### config.mk
export PLATFORM = sky130hd
export DESIGN_NAME = reset_source_and_startup_timer
export DESIGN_NICKNAME = d
export VERILOG_FILES = /design/src/reset_pkg.sv /design/src/reset_source_and_startup_timer.sv
export VERILOG_INCLUDE_DIRS = /design/src
export SDC_FILE = /design/constraint.sdc
export NUM_CORES = 1
export LEC_CHECK = 0
export BUFFER_PORTS_ARGS = -buffer_cell sky130_fd_sc_hd__buf_4
export CORE_ASPECT_RATIO = 0.75
export CORE_MARGIN = 3
export CORE_UTILIZATION = 42
export DETAILED_ROUTE_END_ITERATION = 10
export PLACE_DENSITY = 0.68
export SLEW_MARGIN = 20
export SYNTH_ARGS = -nofsm -noshare
export SYNTH_HDL_FRONTEND = slang
export SYNTH_SLANG_ARGS = --single-unit
### constraint.sdc
create_clock -name mclk -period 2.1 [get_ports mclk]
set_clock_uncertainty 0.2 [all_clocks]
set_input_delay 0.105 -clock mclk [delete_from_list [all_inputs] [get_ports mclk]]
set_output_delay 0.105 -clock mclk [all_outputs]
set_load 0.05 [all_outputs]
### src/reset_params.svh
`ifndef RESET_PARAMS_SVH
`define RESET_PARAMS_SVH

// Register byte addresses (word aligned)
`define ADDR_STATUS      8'h0c
`define ADDR_EVENTS      8'h10
`define ADDR_MASK        8'h14
`define ADDR_CONTROL     8'h18
`define ADDR_KEEP        8'h1c
// Printed index of the core status register
`define IDX_STATUS       8'h03

// Core status field positions
`define BIT_TIMEOUT      4
`define BIT_POWERDOWN    3
`define STATUS_POR_VALUE 8'h18
`define STATUS_PAGE_MASK 8'h1f

// Event bit positions
`define EV_POR           0
`define EV_PIN           1
`define EV_PIN_WAKE      2
`define EV_DOG           3
`define EV_DOG_WAKE      4
`define EV_RELEASE       5

// Control bits
`define CTL_SLEEP        0

// Timing
`define CLK_MHZ          40
`define STARTUP_US       18000
`define STARTUP_CYCLES   (`STARTUP_US * `CLK_MHZ)
`define CLKOUT_DIV       4

`endif

### src/reset_pkg.sv
package reset_pkg;

  typedef enum logic [1:0] {
    cause_none  = 2'b00,
    cause_reset = 2'b01,
    cause_wake  = 2'b10
  } wake_t;

  typedef enum logic [1:0] {
    st_hold  = 2'b00,
    st_count = 2'b01,
    st_run   = 2'b10
  } seq_state_t;

  typedef struct packed {
    logic [7:0]  adr;
    logic        we;
    logic [3:0]  sel;
    logic [31:0] dat;
  } wb_req_t;

endpackage

### src/reset_source_and_startup_timer.sv
`timescale 1ns/10ps
`default_nettype none
`include "reset_params.svh"

module reset_source_and_startup_timer
  import reset_pkg::*;
#(
  parameter int unsigned STARTUP_CYCLES = `STARTUP_CYCLES
) (
  input  wire logic                  mclk,
  input  wire logic                  rst,
  input  wire logic                  supply_rise,
  input  wire logic                  master_clear_pin,
  input  wire logic                  watchdog_timeout,
  input  wire logic                  cyc_i,
  input  wire logic                  stb_i,
  input  wire reset_pkg::wb_req_t    wb_req,
  output logic [31:0]                dat_o,
  output logic                       ack_o,
  output logic                       chip_reset,
  output logic                       instr_clock_out,
  output logic                       irq
);
  import reset_pkg::*;

  localparam int CW = $clog2(STARTUP_CYCLES + 1);
  localparam logic [CW-1:0] LAST = CW'(STARTUP_CYCLES - 1);

  // Reset latch, timer and divider state
  logic          reset_latch;
  logic          next_reset_latch;
  logic [CW-1:0] device_startup_timer;
  logic [CW-1:0] next_device_startup_timer;
  logic [1:0]    clk_div;
  logic [1:0]    next_clk_div;
  logic          next_instr_clock_out;
  logic          por_seen;
  logic          next_por_seen;

  // Registers seen by software
  logic [7:0]    core_status_flags;
  logic [7:0]    next_core_status_flags;
  logic [7:0]    events;
  logic [7:0]    next_events;
  logic [7:0]    mask;
  logic [7:0]    next_mask;
  logic [7:0]    control;
  logic [7:0]    next_control;
  logic [7:0]    keep_reg;
  logic [7:0]    next_keep_reg;
  logic [31:0]   next_dat_o;
  logic          next_ack_o;
  logic          next_irq;

  // Cause decode
  logic          halted;
  logic          pin_low;
  logic          dog_event;
  logic          por_event;
  logic          any_cause;
  logic          timer_done;
  logic          wr;
  logic          rd;
  logic [7:0]    wdata;

  always_comb begin
    halted     = control[`CTL_SLEEP];
    pin_low    = !master_clear_pin;
    dog_event  = watchdog_timeout;
    // Only a rising supply triggers power-on reset
    por_event  = supply_rise;
    any_cause  = por_event | pin_low | dog_event;
    timer_done = (device_startup_timer == LAST);
    wr         = cyc_i && stb_i && !ack_o && wb_req.we;
    rd         = cyc_i && stb_i && !ack_o && !wb_req.we;
    wdata      = wb_req.sel[0] ? wb_req.dat[7:0] : 8'h00;
  end

  // Reset latch and start-up timer
  always_comb begin
    next_reset_latch          = reset_latch;
    next_device_startup_timer = device_startup_timer;
    next_por_seen             = por_seen;
    if (any_cause) begin
      next_reset_latch          = 1'b1;
      next_device_startup_timer = '0;
      if (por_event)
        next_por_seen = 1'b1;
    end else if (reset_latch) begin
      // Counts only with the pin high; timeout frees the chip
      if (timer_done) begin
        next_reset_latch          = 1'b0;
        next_device_startup_timer = '0;
      end else begin
        next_device_startup_timer = device_startup_timer + 1'b1;
      end
    end
  end

  // Divide-by-four clock output
  always_comb begin
    next_clk_div         = clk_div + 2'h1;
    next_instr_clock_out = next_clk_div[1];
  end

  // Core status: load per cause, flags per table
  always_comb begin
    next_core_status_flags = core_status_flags;
    if (por_event) begin
      next_core_status_flags = `STATUS_POR_VALUE;
    end else if (pin_low || dog_event) begin
      // Page bits cleared, arithmetic bits untouched
      next_core_status_flags = core_status_flags & `STATUS_PAGE_MASK;
      if (dog_event) begin
        next_core_status_flags[`BIT_TIMEOUT]   = 1'b0;
        next_core_status_flags[`BIT_POWERDOWN] = !halted;
      end else if (halted) begin
        next_core_status_flags[`BIT_TIMEOUT]   = 1'b1;
        next_core_status_flags[`BIT_POWERDOWN] = 1'b0;
      end
    end else if (wr && wb_req.adr == `ADDR_STATUS) begin
      // Timeout and powerdown bits are read-only from software
      next_core_status_flags[2:0] = wdata[2:0];
      next_core_status_flags[7:5] = wdata[7:5];
    end
  end

  // Events, mask, control and keep register with bus access
  always_comb begin
    next_events  = events;
    next_mask    = mask;
    next_control = control;
    next_keep_reg = keep_reg;
    next_ack_o   = cyc_i && stb_i && !ack_o;
    next_dat_o   = '0;
    if (wr && wb_req.adr == `ADDR_EVENTS)
      next_events = events & ~wdata;
    if (wr && wb_req.adr == `ADDR_MASK)
      next_mask = wdata;
    if (wr && wb_req.adr == `ADDR_CONTROL)
      next_control = wdata;
    if (wr && wb_req.adr == `ADDR_KEEP)
      next_keep_reg = wdata;
    // Set wins over a clear in the same cycle
    if (por_event)
      next_events[`EV_POR] = 1'b1;
    if (pin_low && !halted)
      next_events[`EV_PIN] = 1'b1;
    if (pin_low && halted)
      next_events[`EV_PIN_WAKE] = 1'b1;
    if (dog_event && !halted)
      next_events[`EV_DOG] = 1'b1;
    if (dog_event && halted)
      next_events[`EV_DOG_WAKE] = 1'b1;
    if (reset_latch && !any_cause && timer_done)
      next_events[`EV_RELEASE] = 1'b1;
    // Wake-up resets leave halt: full reset, no resume
    if (any_cause)
      next_control[`CTL_SLEEP] = 1'b0;
    if (rd) begin
      unique case (wb_req.adr)
        `ADDR_STATUS:  next_dat_o = {24'h000000, core_status_flags};
        `ADDR_EVENTS:  next_dat_o = {24'h000000, events};
        `ADDR_MASK:    next_dat_o = {24'h000000, mask};
        `ADDR_CONTROL: next_dat_o = {24'h000000, control};
        `ADDR_KEEP:    next_dat_o = {24'h000000, keep_reg};
        default:       next_dat_o = '0;
      endcase
    end
    next_irq = |(next_events & next_mask);
  end

  // Register stage; keep register has no reset term
  always_ff @(posedge mclk) begin
    keep_reg <= next_keep_reg;
    if (rst) begin
      reset_latch          <= 1'b1;
      device_startup_timer <= '0;
      por_seen             <= 1'b0;
      clk_div              <= 2'h0;
      instr_clock_out      <= 1'b0;
      core_status_flags    <= `STATUS_POR_VALUE;
      events               <= 8'h00;
      mask                 <= 8'h00;
      control              <= 8'h00;
      dat_o                <= 32'h00000000;
      ack_o                <= 1'b0;
      irq                  <= 1'b0;
      chip_reset           <= 1'b1;
    end else begin
      reset_latch          <= next_reset_latch;
      device_startup_timer <= next_device_startup_timer;
      por_seen             <= next_por_seen;
      clk_div              <= next_clk_div;
      instr_clock_out      <= next_instr_clock_out;
      core_status_flags    <= next_core_status_flags;
      events               <= next_events;
      mask                 <= next_mask;
      control              <= next_control;
      dat_o                <= next_dat_o;
      ack_o                <= next_ack_o;
      irq                  <= next_irq;
      chip_reset           <= next_reset_latch;
    end
  end

endmodule
`default_nettype wire

Word level (Yosys, flattened, before mapping)
Cells that the tools add are included.
W data, S select, Z words.
{ "totals": {"out_inout_bits": 36, "wordCells": 74, "regBits": 98} }
{ "op_classes": {"addsub": 2, "muxes": 15, "n_eq_ne": 6, "n_reduce_logical": 29, "bitwise_logic": 7} }
{ "op_table": {"columns": ["cell", "count"], "rows": [
  ["$pmux W8 S5", 1],
  ["$eq A8 B5 Y1 const B", 4],
  ["$mux W8", 3],
  ["$add A20 B1 Y20 const B", 1],
  ["$eq A20 B20 Y1 const B", 1],
  ["$mux W20", 1],
  ["$and A8 B8 Y8", 2],
  ["$logic_and A1 B1 Y1", 15],
  ["$eq A8 B4 Y1 const B", 1],
  ["$mux W1", 8],
  ["$not A8 Y8", 1],
  ["$reduce_or A8 Y1", 1],
  ["$reduce_or A2 Y1", 3],
  ["$logic_not A1 Y1", 5],
  ["$mux W2", 2],
  ["$reduce_and A2 Y1", 2],
  ["$reduce_or A3 Y1", 1],
  ["$add A2 B1 Y2 const B", 1],
  ["$not A1 Y1", 2],
  ["$or A1 B1 Y1", 2],
  ["$reduce_bool A2 Y1", 1],
  ["$logic_or A1 B1 Y1", 1]
]} }

Longest topological paths before layout
Gate-level depths: netlist of run 1.
{ "logic_depth": {"ltp_word": 9, "depth_mapped": 8, "mapped_depth_nobuf": 7} }

Worst setup path before layout of run 1
Ideal clock, no wire load.
{ "synth_timing": {"path_kind": "reg-to-reg", "start": "reg ack_o", "end": "reg irq", "arrival_time_ns": 1.977, "path_slack_ns": -0.197, "period_less_slack_ns": 2.297, "path_stages_with_launch": 8, "setup_time_ns": 0.120, "required_ns": 1.780, "path_cell_list": "dfxtp_1 > and4b_4 > nand4_2 > buf_6 > mux2i_4 > o22ai_1 > a211o_1 > o31a_1"} }
{ "synth_via": {"elab_chain_len": 8, "elab_cells_between_ends": 15, "cone_classes": "mux: 8; bitwise: 1; reduce/logical: 6"} }
{ "synth_rtl": {"columns": ["item", "line_no", "source"], "rows": [
  ["start, declared", "reset_source_and_startup_timer.sv:19", "output logic ack_o,"],
  ["start signal, assigned", "reset_source_and_startup_timer.sv:201", "ack_o <= next_ack_o;"],
  ["$logic_not A1 Y1 *", "reset_source_and_startup_timer.sv:74", "wr = cyc_i && stb_i && !ack_o && wb_req.we;"],
  ["$logic_and A1 B1 Y1 * (2 in a row)", "reset_source_and_startup_timer.sv:74", null],
  ["$logic_and A1 B1 Y1 (no line)", null, null],
  ["$mux W8", "reset_source_and_startup_timer.sv:136", "if (wr && wb_req.adr == `ADDR_EVENTS)"],
  ["$mux W1 (tied with other cells)", "reset_source_and_startup_timer.sv:145", "if (por_event)"],
  ["$and A8 B8 Y8 *", "reset_source_and_startup_timer.sv:170", "next_irq = |(next_events & next_mask);"],
  ["$reduce_or A8 Y1 *", "reset_source_and_startup_timer.sv:170", null],
  ["end signal, assigned", "reset_source_and_startup_timer.sv:202", "irq <= next_irq;"],
  ["end, declared", "reset_source_and_startup_timer.sv:22", "output logic irq"]
]} }
Every way passes the cells marked *; elsewhere a longest branch is shown, timed or not.
A chain may end at the register's enable or synchronous reset.

Worst setup path after layout of run 1
Same ends and word-level chain as after synthesis.

==> impl_metrics.py, run 1 <==
metrics = {
    "critical_path": {
        "crit_slowest_cell": "and4b_4",
        "start_kind": "flop",
        "cp_max_fo": 7,
        "critical_path_depth": 7,
        "r2r-start": "ack_o$_SDFF_PP0_",
        "critPathLaunch": "ack_o$_SDFF_PP0_",
        "critPathArrivalTime_ps": 2130,
        "crit_chain": "and4b_4 > nand4_1 > buf_6 > o21ai_2 > o22ai_1 > a211o_1 > o31a_1",
        "worstSetupEndpointType": "flop",
        "cp_top_family": "compound AO/OA/AOI/OAI gates",
        "crit_buf_inv": 1,
        "reg2reg_to": "irq$_SDFF_PP0_",
        "rr_worst_depth": 7,
        "cp.required_ps": 2150,
        "r2r_slack_ps": 20,
        "setup.worst_path.end": "irq$_SDFF_PP0_",
        "slowest_delay_ps": 370,
        "worstSetupPathType": "flop to flop",
    },
    "global_route": {
        "grt_pass1_wl_mm": 13.30,
        "antenna_found_initial": 0,
        "grt_usage_pct": 18.33,
        "grt_max_degree": 34,
        "grt_pass1_vias": 2598,
        "gr-total-overflow": 0,
    },
    "pwr": {
        "power.total_mw": 2.710,
        "peakVddDrop_uv": 273.9,
        "p_leak_nw": 1.706,
        "pwr_density_cell_mw_per_mm2": 634.5,
    },
    "timing": {
        "min_period_ps": 2079,
        "fin_crit_sh_pct": 98.99,
        "whs_ps": 11.59,
        "tightest_slew_ps": 530.7,
        "max_freq_mhz": 481.1,
        "slew_headroom_pct": 64.62,
        "finalSetupViolations": 0,
        "rsz0062_at_grt": "true",
        "drv_slew": 0,
        "hold_violations": 0,
    },
    "clock_tree": {
        "ctsHtreeMaxLevel": 3,
        "cts.sinks": 73,
        "tritoncts": "done",
        "clk_pin_slew_ps": 80,
        "clock_latency_ps": 350,
        "clk_path_buf_depth": 2,
        "cts_root_buf": "clkbuf_8",
        "numCtsBuffers": 9,
    },
    "floorplan": {
        "die_area_mm2": 0.009262,
        "pin_count": 88,
        "core_mm2": 0.007601,
        "die_w_um": 110.1,
        "rows": 27,
        "die_h_um": 84.10,
        "start_util_pct": 44.94,
    },
    "drt": {
        "wl_per_cell_um": 14.98,
        "wl_mm": 8.238,
        "postRouteAntennaNets": 0,
        "viasPerCell": 5.147,
        "drt-met1-wl_mm": 3.990,
        "drc": 0,
        "drt_iter0_drc": 221,
        "met3_length_um": 674,
        "first_pass_iters": 5,
        "top_layer": "met4",
        "wl_met2_mm": 3.512,
        "vias": 2831,
    },
    "layout": {
        "layout.nets": 497,
        "largest_register_ffs": 20,
        "n_antenna_cell": 0,
        "areaGrowthSynthToFinish_pct": 25.06,
        "utilization_pct": 56.20,
        "layout-drive-gt1-share_pct": 24.50,
        "final_cells": 550,
        "top_register": "device_startup_timer",
        "fin_area_mm2": 0.004272,
    },
    "worst_hold_path": {
        "hold_path_class": "input port to flop",
    },
    "place": {
        "port_buffers": 36,
        "dp_cells": 516,
        "place.gp.congestion": 0.8510,
        "place_area_mm2": 0.003841,
        "dp_hpwl_mm": 5.966,
    },
    "logic_synthesis": {
        "synthCells": 373,
        "ys_top_cells_by_area": "dfxtp_1 (38%), nor2_1 (7.6%), edfxtp_1 (7.0%)",
        "yosys.area.top_type_share_pct": 38.10,
        "synth_most_common_cell": "nor2_1",
        "synth-seq-area-share_pct": 45.13,
        "synth_edf_count": 8,
        "postSynthAreaPerCell_um2": 9.158,
        "synth-async-reset-ratio_pct": 0,
        "ys_seq_elements": 73,
        "synth_flop_cell": "dfxtp_1",
        "syn_area_mm2": 0.003416,
        "synthDistinctLibCells": 50,
        "synth_top_cell_by_area": "dfxtp_1",
        "yosysWarnings": 0,
        "ys_top_cells_by_count": "nor2_1 (69), dfxtp_1 (65), buf_4 (24)",
    },
    "job": {
        "max-cap-violations": 0,
    },
    "status": {
        "outcome": "completed",
    },
}
kinds of logic after synthesis:
group           count (synthesis)  synth area share, %
compound gates                 51                9.231
mux                            22                9.743
simple gates                  159                23.52
xor+xnor                       11                2.820
flops                          73                45.13
fa+ha+maj                       1               0.3662
other cells                     1               0.1098
buf+inv                        55                9.084
repair_timing:
item | in CTS | in global routing
resized for setup | 2 | 12
hold endpoints to repair | 36 | 0
endpoints found under the setup margin | 1 | 3
buffers inserted | 4 | 0
hold buffers | 14 | 0
cells in the final DEF, fill, tap and decap left out, types with 2 or more instances in the layout:
master	instances
nor2_1	68
buf_4	66
dfxtp_1	64
conb_1	24
nand2_1	21
a21oi_1	16
nor3_1	14
dlygate4sd3_1	14
mux2i_1	13
inv_1	11
clkbuf_8	11
o21ai_0	10
a22oi_1	9
mux4_2	8
edfxtp_1	8
nand3_1	7
nand4_1	7
and3_1	6
xor2_1	6
and2_1	5
xnor2_1	5
o22ai_1	5
or3_1	4
nor3b_1	4
nor2b_1	3
clkinv_2	3
and2_0	2
nor2_2	2
and4_1	2
o31a_1	2
a221oi_2	2
nor3_2	2
clkinvlp_4	2
where the power goes:
| part | switching [mW] | leakage, nW | internal [mW] |
|---|---|---|---|
| logic | 0.193 | 1.02 | 0.0880 |
| clock network | 0.519 | 0.0911 | 0.486 |
| registers | 0.00710 | 0.597 | 1.42 |
layout make-up:
type	count	area, um2
Sequential cell	73	1545
Fill cell	674	3329
Tap cell	101	126.4
Clock inverter	5	30.03
Inverter	11	41.29
Timing Repair Buffer	81	646.9
Multi-Input combinational cell	268	1730
Clock buffer	11	151.4
worst min-delay path, stage by stage:
cell and delay [ps]:
buf_4 140, o41ai_2 90, o31a_1 120, nor2_1 80
layer usage:
| metal | global-route usage (%) | up-vias |
|---|---|---|
| met1 | 28.11 | 1321 |
| met4 | 3.020 | 0 |
| li1 | - | 1396 |
| met3 | 5.800 | 7 |
| met2 | 25.39 | 107 |
| met5 | 0 | - |
through the flow:
stage          setup TNS (ps)  setup slack [ps]
5_1_grt                -119.7            -77.89
4_1_cts                     0             3.761
2_1_floorplan               0             14.42
6_report                    0             21.29
3_5_place_dp           -60.47            -60.47
3_3_place_gp           -16.47            -16.47
worst min path at each step:
| stage | start | endpoint | slack (ps) | depth (start not counted) |
|---|---|---|---|---|
| 6_report | wb_req[40] | events[5]$_SDFF_PP0_ | 10 | 4 |
| 5_1_grt | wb_req[43] | mask[7]$_SDFF_PP0_ | 30 | 5 |
| 4_1_cts | wb_req[40] | events[5]$_SDFF_PP0_ | 7 | 4 |
| 3_5_place_dp | watchdog_timeout | core_status_flags[4]$_SDFFE_PP1P_ | 170 | 2 |
| 2_1_floorplan | watchdog_timeout | core_status_flags[4]$_SDFFE_PP1P_ | 20 | 1 |
| 3_3_place_gp | watchdog_timeout | core_status_flags[4]$_SDFFE_PP1P_ | 170 | 2 |
Note: power is estimated with default switching activity, not from simulation.
==> inputs of run 2 (changes only) <==
--- a/config.mk
+++ b/config.mk
@@ -9,10 +9,10 @@
 export BUFFER_PORTS_ARGS = -buffer_cell sky130_fd_sc_hd__buf_4
 export CORE_ASPECT_RATIO = 0.75
 export CORE_MARGIN = 3
-export CORE_UTILIZATION = 42
+export CORE_UTILIZATION = 28
 export DETAILED_ROUTE_END_ITERATION = 10
-export PLACE_DENSITY = 0.68
 export SLEW_MARGIN = 20
 export SYNTH_ARGS = -nofsm -noshare
 export SYNTH_HDL_FRONTEND = slang
 export SYNTH_SLANG_ARGS = --single-unit
+export TNS_END_PERCENT = 10
==> run 2 against run 1 <==
Wire length up 3.3%. Critical path type unchanged. Clock power increased by 50%. Register-to-register slack lost 80 ps. Sequential cell count unchanged. Largest power group is now clock. Setup slack got worse by 77 ps. Non-clock buffer count fell by 4. The flow now finishes with violations (negative setup slack). Global-route usage down 5.7 points. Clock-buffer cell count up 2. Design area up 3.8%.
==> impl_metrics.py, run 2 (synthesis gave the netlist of run 1 again) <==
metrics = {
    "critical_path": {
        "cp_top_family": "simple AND/OR/NAND/NOR gates",
        "slowest_delay_ps": 340,
        "r2r-start": "ack_o$_SDFF_PP0_",
        "cp.required_ps": 2130,
        "critPathLaunch": "ack_o$_SDFF_PP0_",
        "worstSetupPathType": "flop to flop",
        "rr_worst_depth": 8,
        "start_kind": "flop",
        "crit_slowest_cell": "dfxtp_4",
        "crit_buf_inv": 2,
        "cp_max_fo": 7,
        "critPathArrivalTime_ps": 2180,
        "crit_chain": "and4b_4 > buf_4 > nand4_1 > buf_6 > nor3b_4 > nor3_2 > a211o_1 > o31a_1",
        "reg2reg_to": "irq$_SDFF_PP0_",
        "r2r_slack_ps": -60,
        "worstSetupEndpointType": "flop",
    },
    "status": {
        "outcome": "complete, but fails checks",
        "failed_checks": "negative setup slack",
    },
    "worst_hold_path": {
        "hold_path_class": "input port to flop",
        "hold_depth": 3,
        "hold_start": "wb_req[5]",
        "min_to": "keep_reg[5]$_DFFE_PP_",
    },
    "global_route": {
        "grt_pass1_wl_mm": 13.59,
        "grt_usage_pct": 12.64,
        "gr-total-overflow": 0,
        "antenna_found_initial": 0,
        "grt_pass1_vias": 2680,
        "grt_max_degree": 34,
    },
    "floorplan": {
        "rows": 34,
        "die_h_um": 101.7,
        "start_util_pct": 29.09,
        "pin_count": 88,
        "die_area_mm2": 0.01357,
        "die_w_um": 133.5,
        "core_mm2": 0.01174,
    },
    "layout": {
        "layout.nets": 493,
        "fin_area_mm2": 0.004436,
        "areaGrowthSynthToFinish_pct": 29.85,
        "final_common_cell": "nor2_1",
        "top_register": "device_startup_timer",
        "n_antenna_cell": 0,
        "largest_register_ffs": 20,
        "layout_common_cells": "nor2_1 (69), buf_4 (65), dfxtp_1 (64), conb_1 (24), nand2_1 (21)",
        "layout-drive-gt1-share_pct": 25.17,
        "fillers": 1185,
        "utilization_pct": 37.78,
    },
    "place": {
        "dp_hpwl_mm": 6.095,
        "pre_cts_ws_ps": -61.13,
        "place.gp.congestion": 0.8203,
        "place_area_mm2": 0.003968,
        "port_buffers": 36,
    },
    "clock_tree": {
        "clk_pin_slew_ps": 60,
        "clk_path_buf_depth": 2,
        "clock_latency_ps": 330,
        "cts.sinks": 73,
        "ctsHtreeMaxLevel": 3,
        "numCtsBuffers": 9,
        "cts_root_buf": "clkbuf_16",
        "tritoncts": "done",
    },
    "drt": {
        "viasPerCell": 4.633,
        "vias": 2812,
        "wl_per_cell_um": 14.02,
        "wl_mm": 8.509,
        "drt_iter0_drc": 178,
        "postRouteAntennaNets": 0,
        "drc": 0,
        "first_pass_iters": 4,
    },
    "timing": {
        "drv_slew": 0,
        "fin_crit_sh_pct": 102.6,
        "final.setup.worst_slack_ps": -55.52,
        "tightest_slew_ps": 556.1,
        "slew_headroom_pct": 62.93,
        "hold_violations": 0,
        "max_freq_mhz": 463.9,
        "finalSetupViolations": 1,
        "min_period_ps": 2156,
        "whs_ps": 17.64,
        "rsz0062_at_grt": "true",
    },
    "pwr": {
        "pwr_density_cell_mw_per_mm2": 724.4,
        "p_leak_nw": 1.757,
        "peakVddDrop_uv": 438.7,
    },
    "job": {
        "max-cap-violations": 0,
    },
}
[run 2: cell types whose count changed in the layout (fill, tap and decap cells not counted), moves of 2 or more]
cell,before,now
clkbuf_16,0,10
clkbuf_8,11,2
dlygate4sd3_1,14,8
buf_6,1,3
clkinv_2,3,1
o21ai_0,10,8
o21ai_1,1,3
[run 2: per-stage QoR]
stage               power, mW  instances  TNS [ps]
finish                  3.213        607    -55.52
floorplan               1.668        396         0
global placement        1.712        582    -17.60
global route            3.314        607    -158.1
detailed placement      1.715        582    -61.13
CTS                     3.236        606    -33.27
[run 2: what timing repair did]
item                                    CTS  global route
resized for setup                         9             8
hold endpoints to repair                 30             0
setup buffers                             0             1
pin swaps                                 0             3
hold buffers                              8             0
gates cloned                              0             0
endpoints found under the setup margin    1            16
[run 2: metal layers]
layer	part of all wire [%]	up-vias	wire, um	track usage (%)
met5	0	-	0	0
met4	1.7	0	148	4.348
met3	7.0	13	596	3.525
met2	41	88	3479	18.53
met1	50	1321	4285	17.95
li1	-	1390	-	-
[run 2: power by group]
group / internal, mW / switching, mW
clock network: 0.936 / 0.575
registers: 1.42 / 0.00685
logic: 0.0826 / 0.193
[run 2: area by class of cell]
type | instances | area [um2] | area share [%]
inverter | 11 | 41.29 | 0.9309
sequential | 73 | 1545 | 34.84
timing repair buffer | 77 | 621.8 | 14.02
clock buffer | 13 | 281.5 | 6.347
clock inverter | 3 | 21.27 | 0.4795
tap | 162 | 202.7 | 4.570
multi-input combinational | 268 | 1722 | 38.82
[run 2: worst max-delay path by stage]
stage | end | cells after the start | slack, ps
after detailed placement | irq$_SDFF_PP0_ | 8 | -60
final | irq$_SDFF_PP0_ | 8 | -60
after floorplan | irq$_SDFF_PP0_ | 7 | 10
after CTS | irq$_SDFF_PP0_ | 8 | -30
after global placement | irq$_SDFF_PP0_ | 8 | -20
after global routing | irq$_SDFF_PP0_ | 8 | -120
[run 2: worst reg2reg max path: stages, from the launching register on]
cell and delay [ps]:
dfxtp_4 340, and4b_4 340, buf_4 120, nand4_1 120, buf_6 190, nor3b_4 220
nor3_2 60, a211o_1 240, o31a_1 230
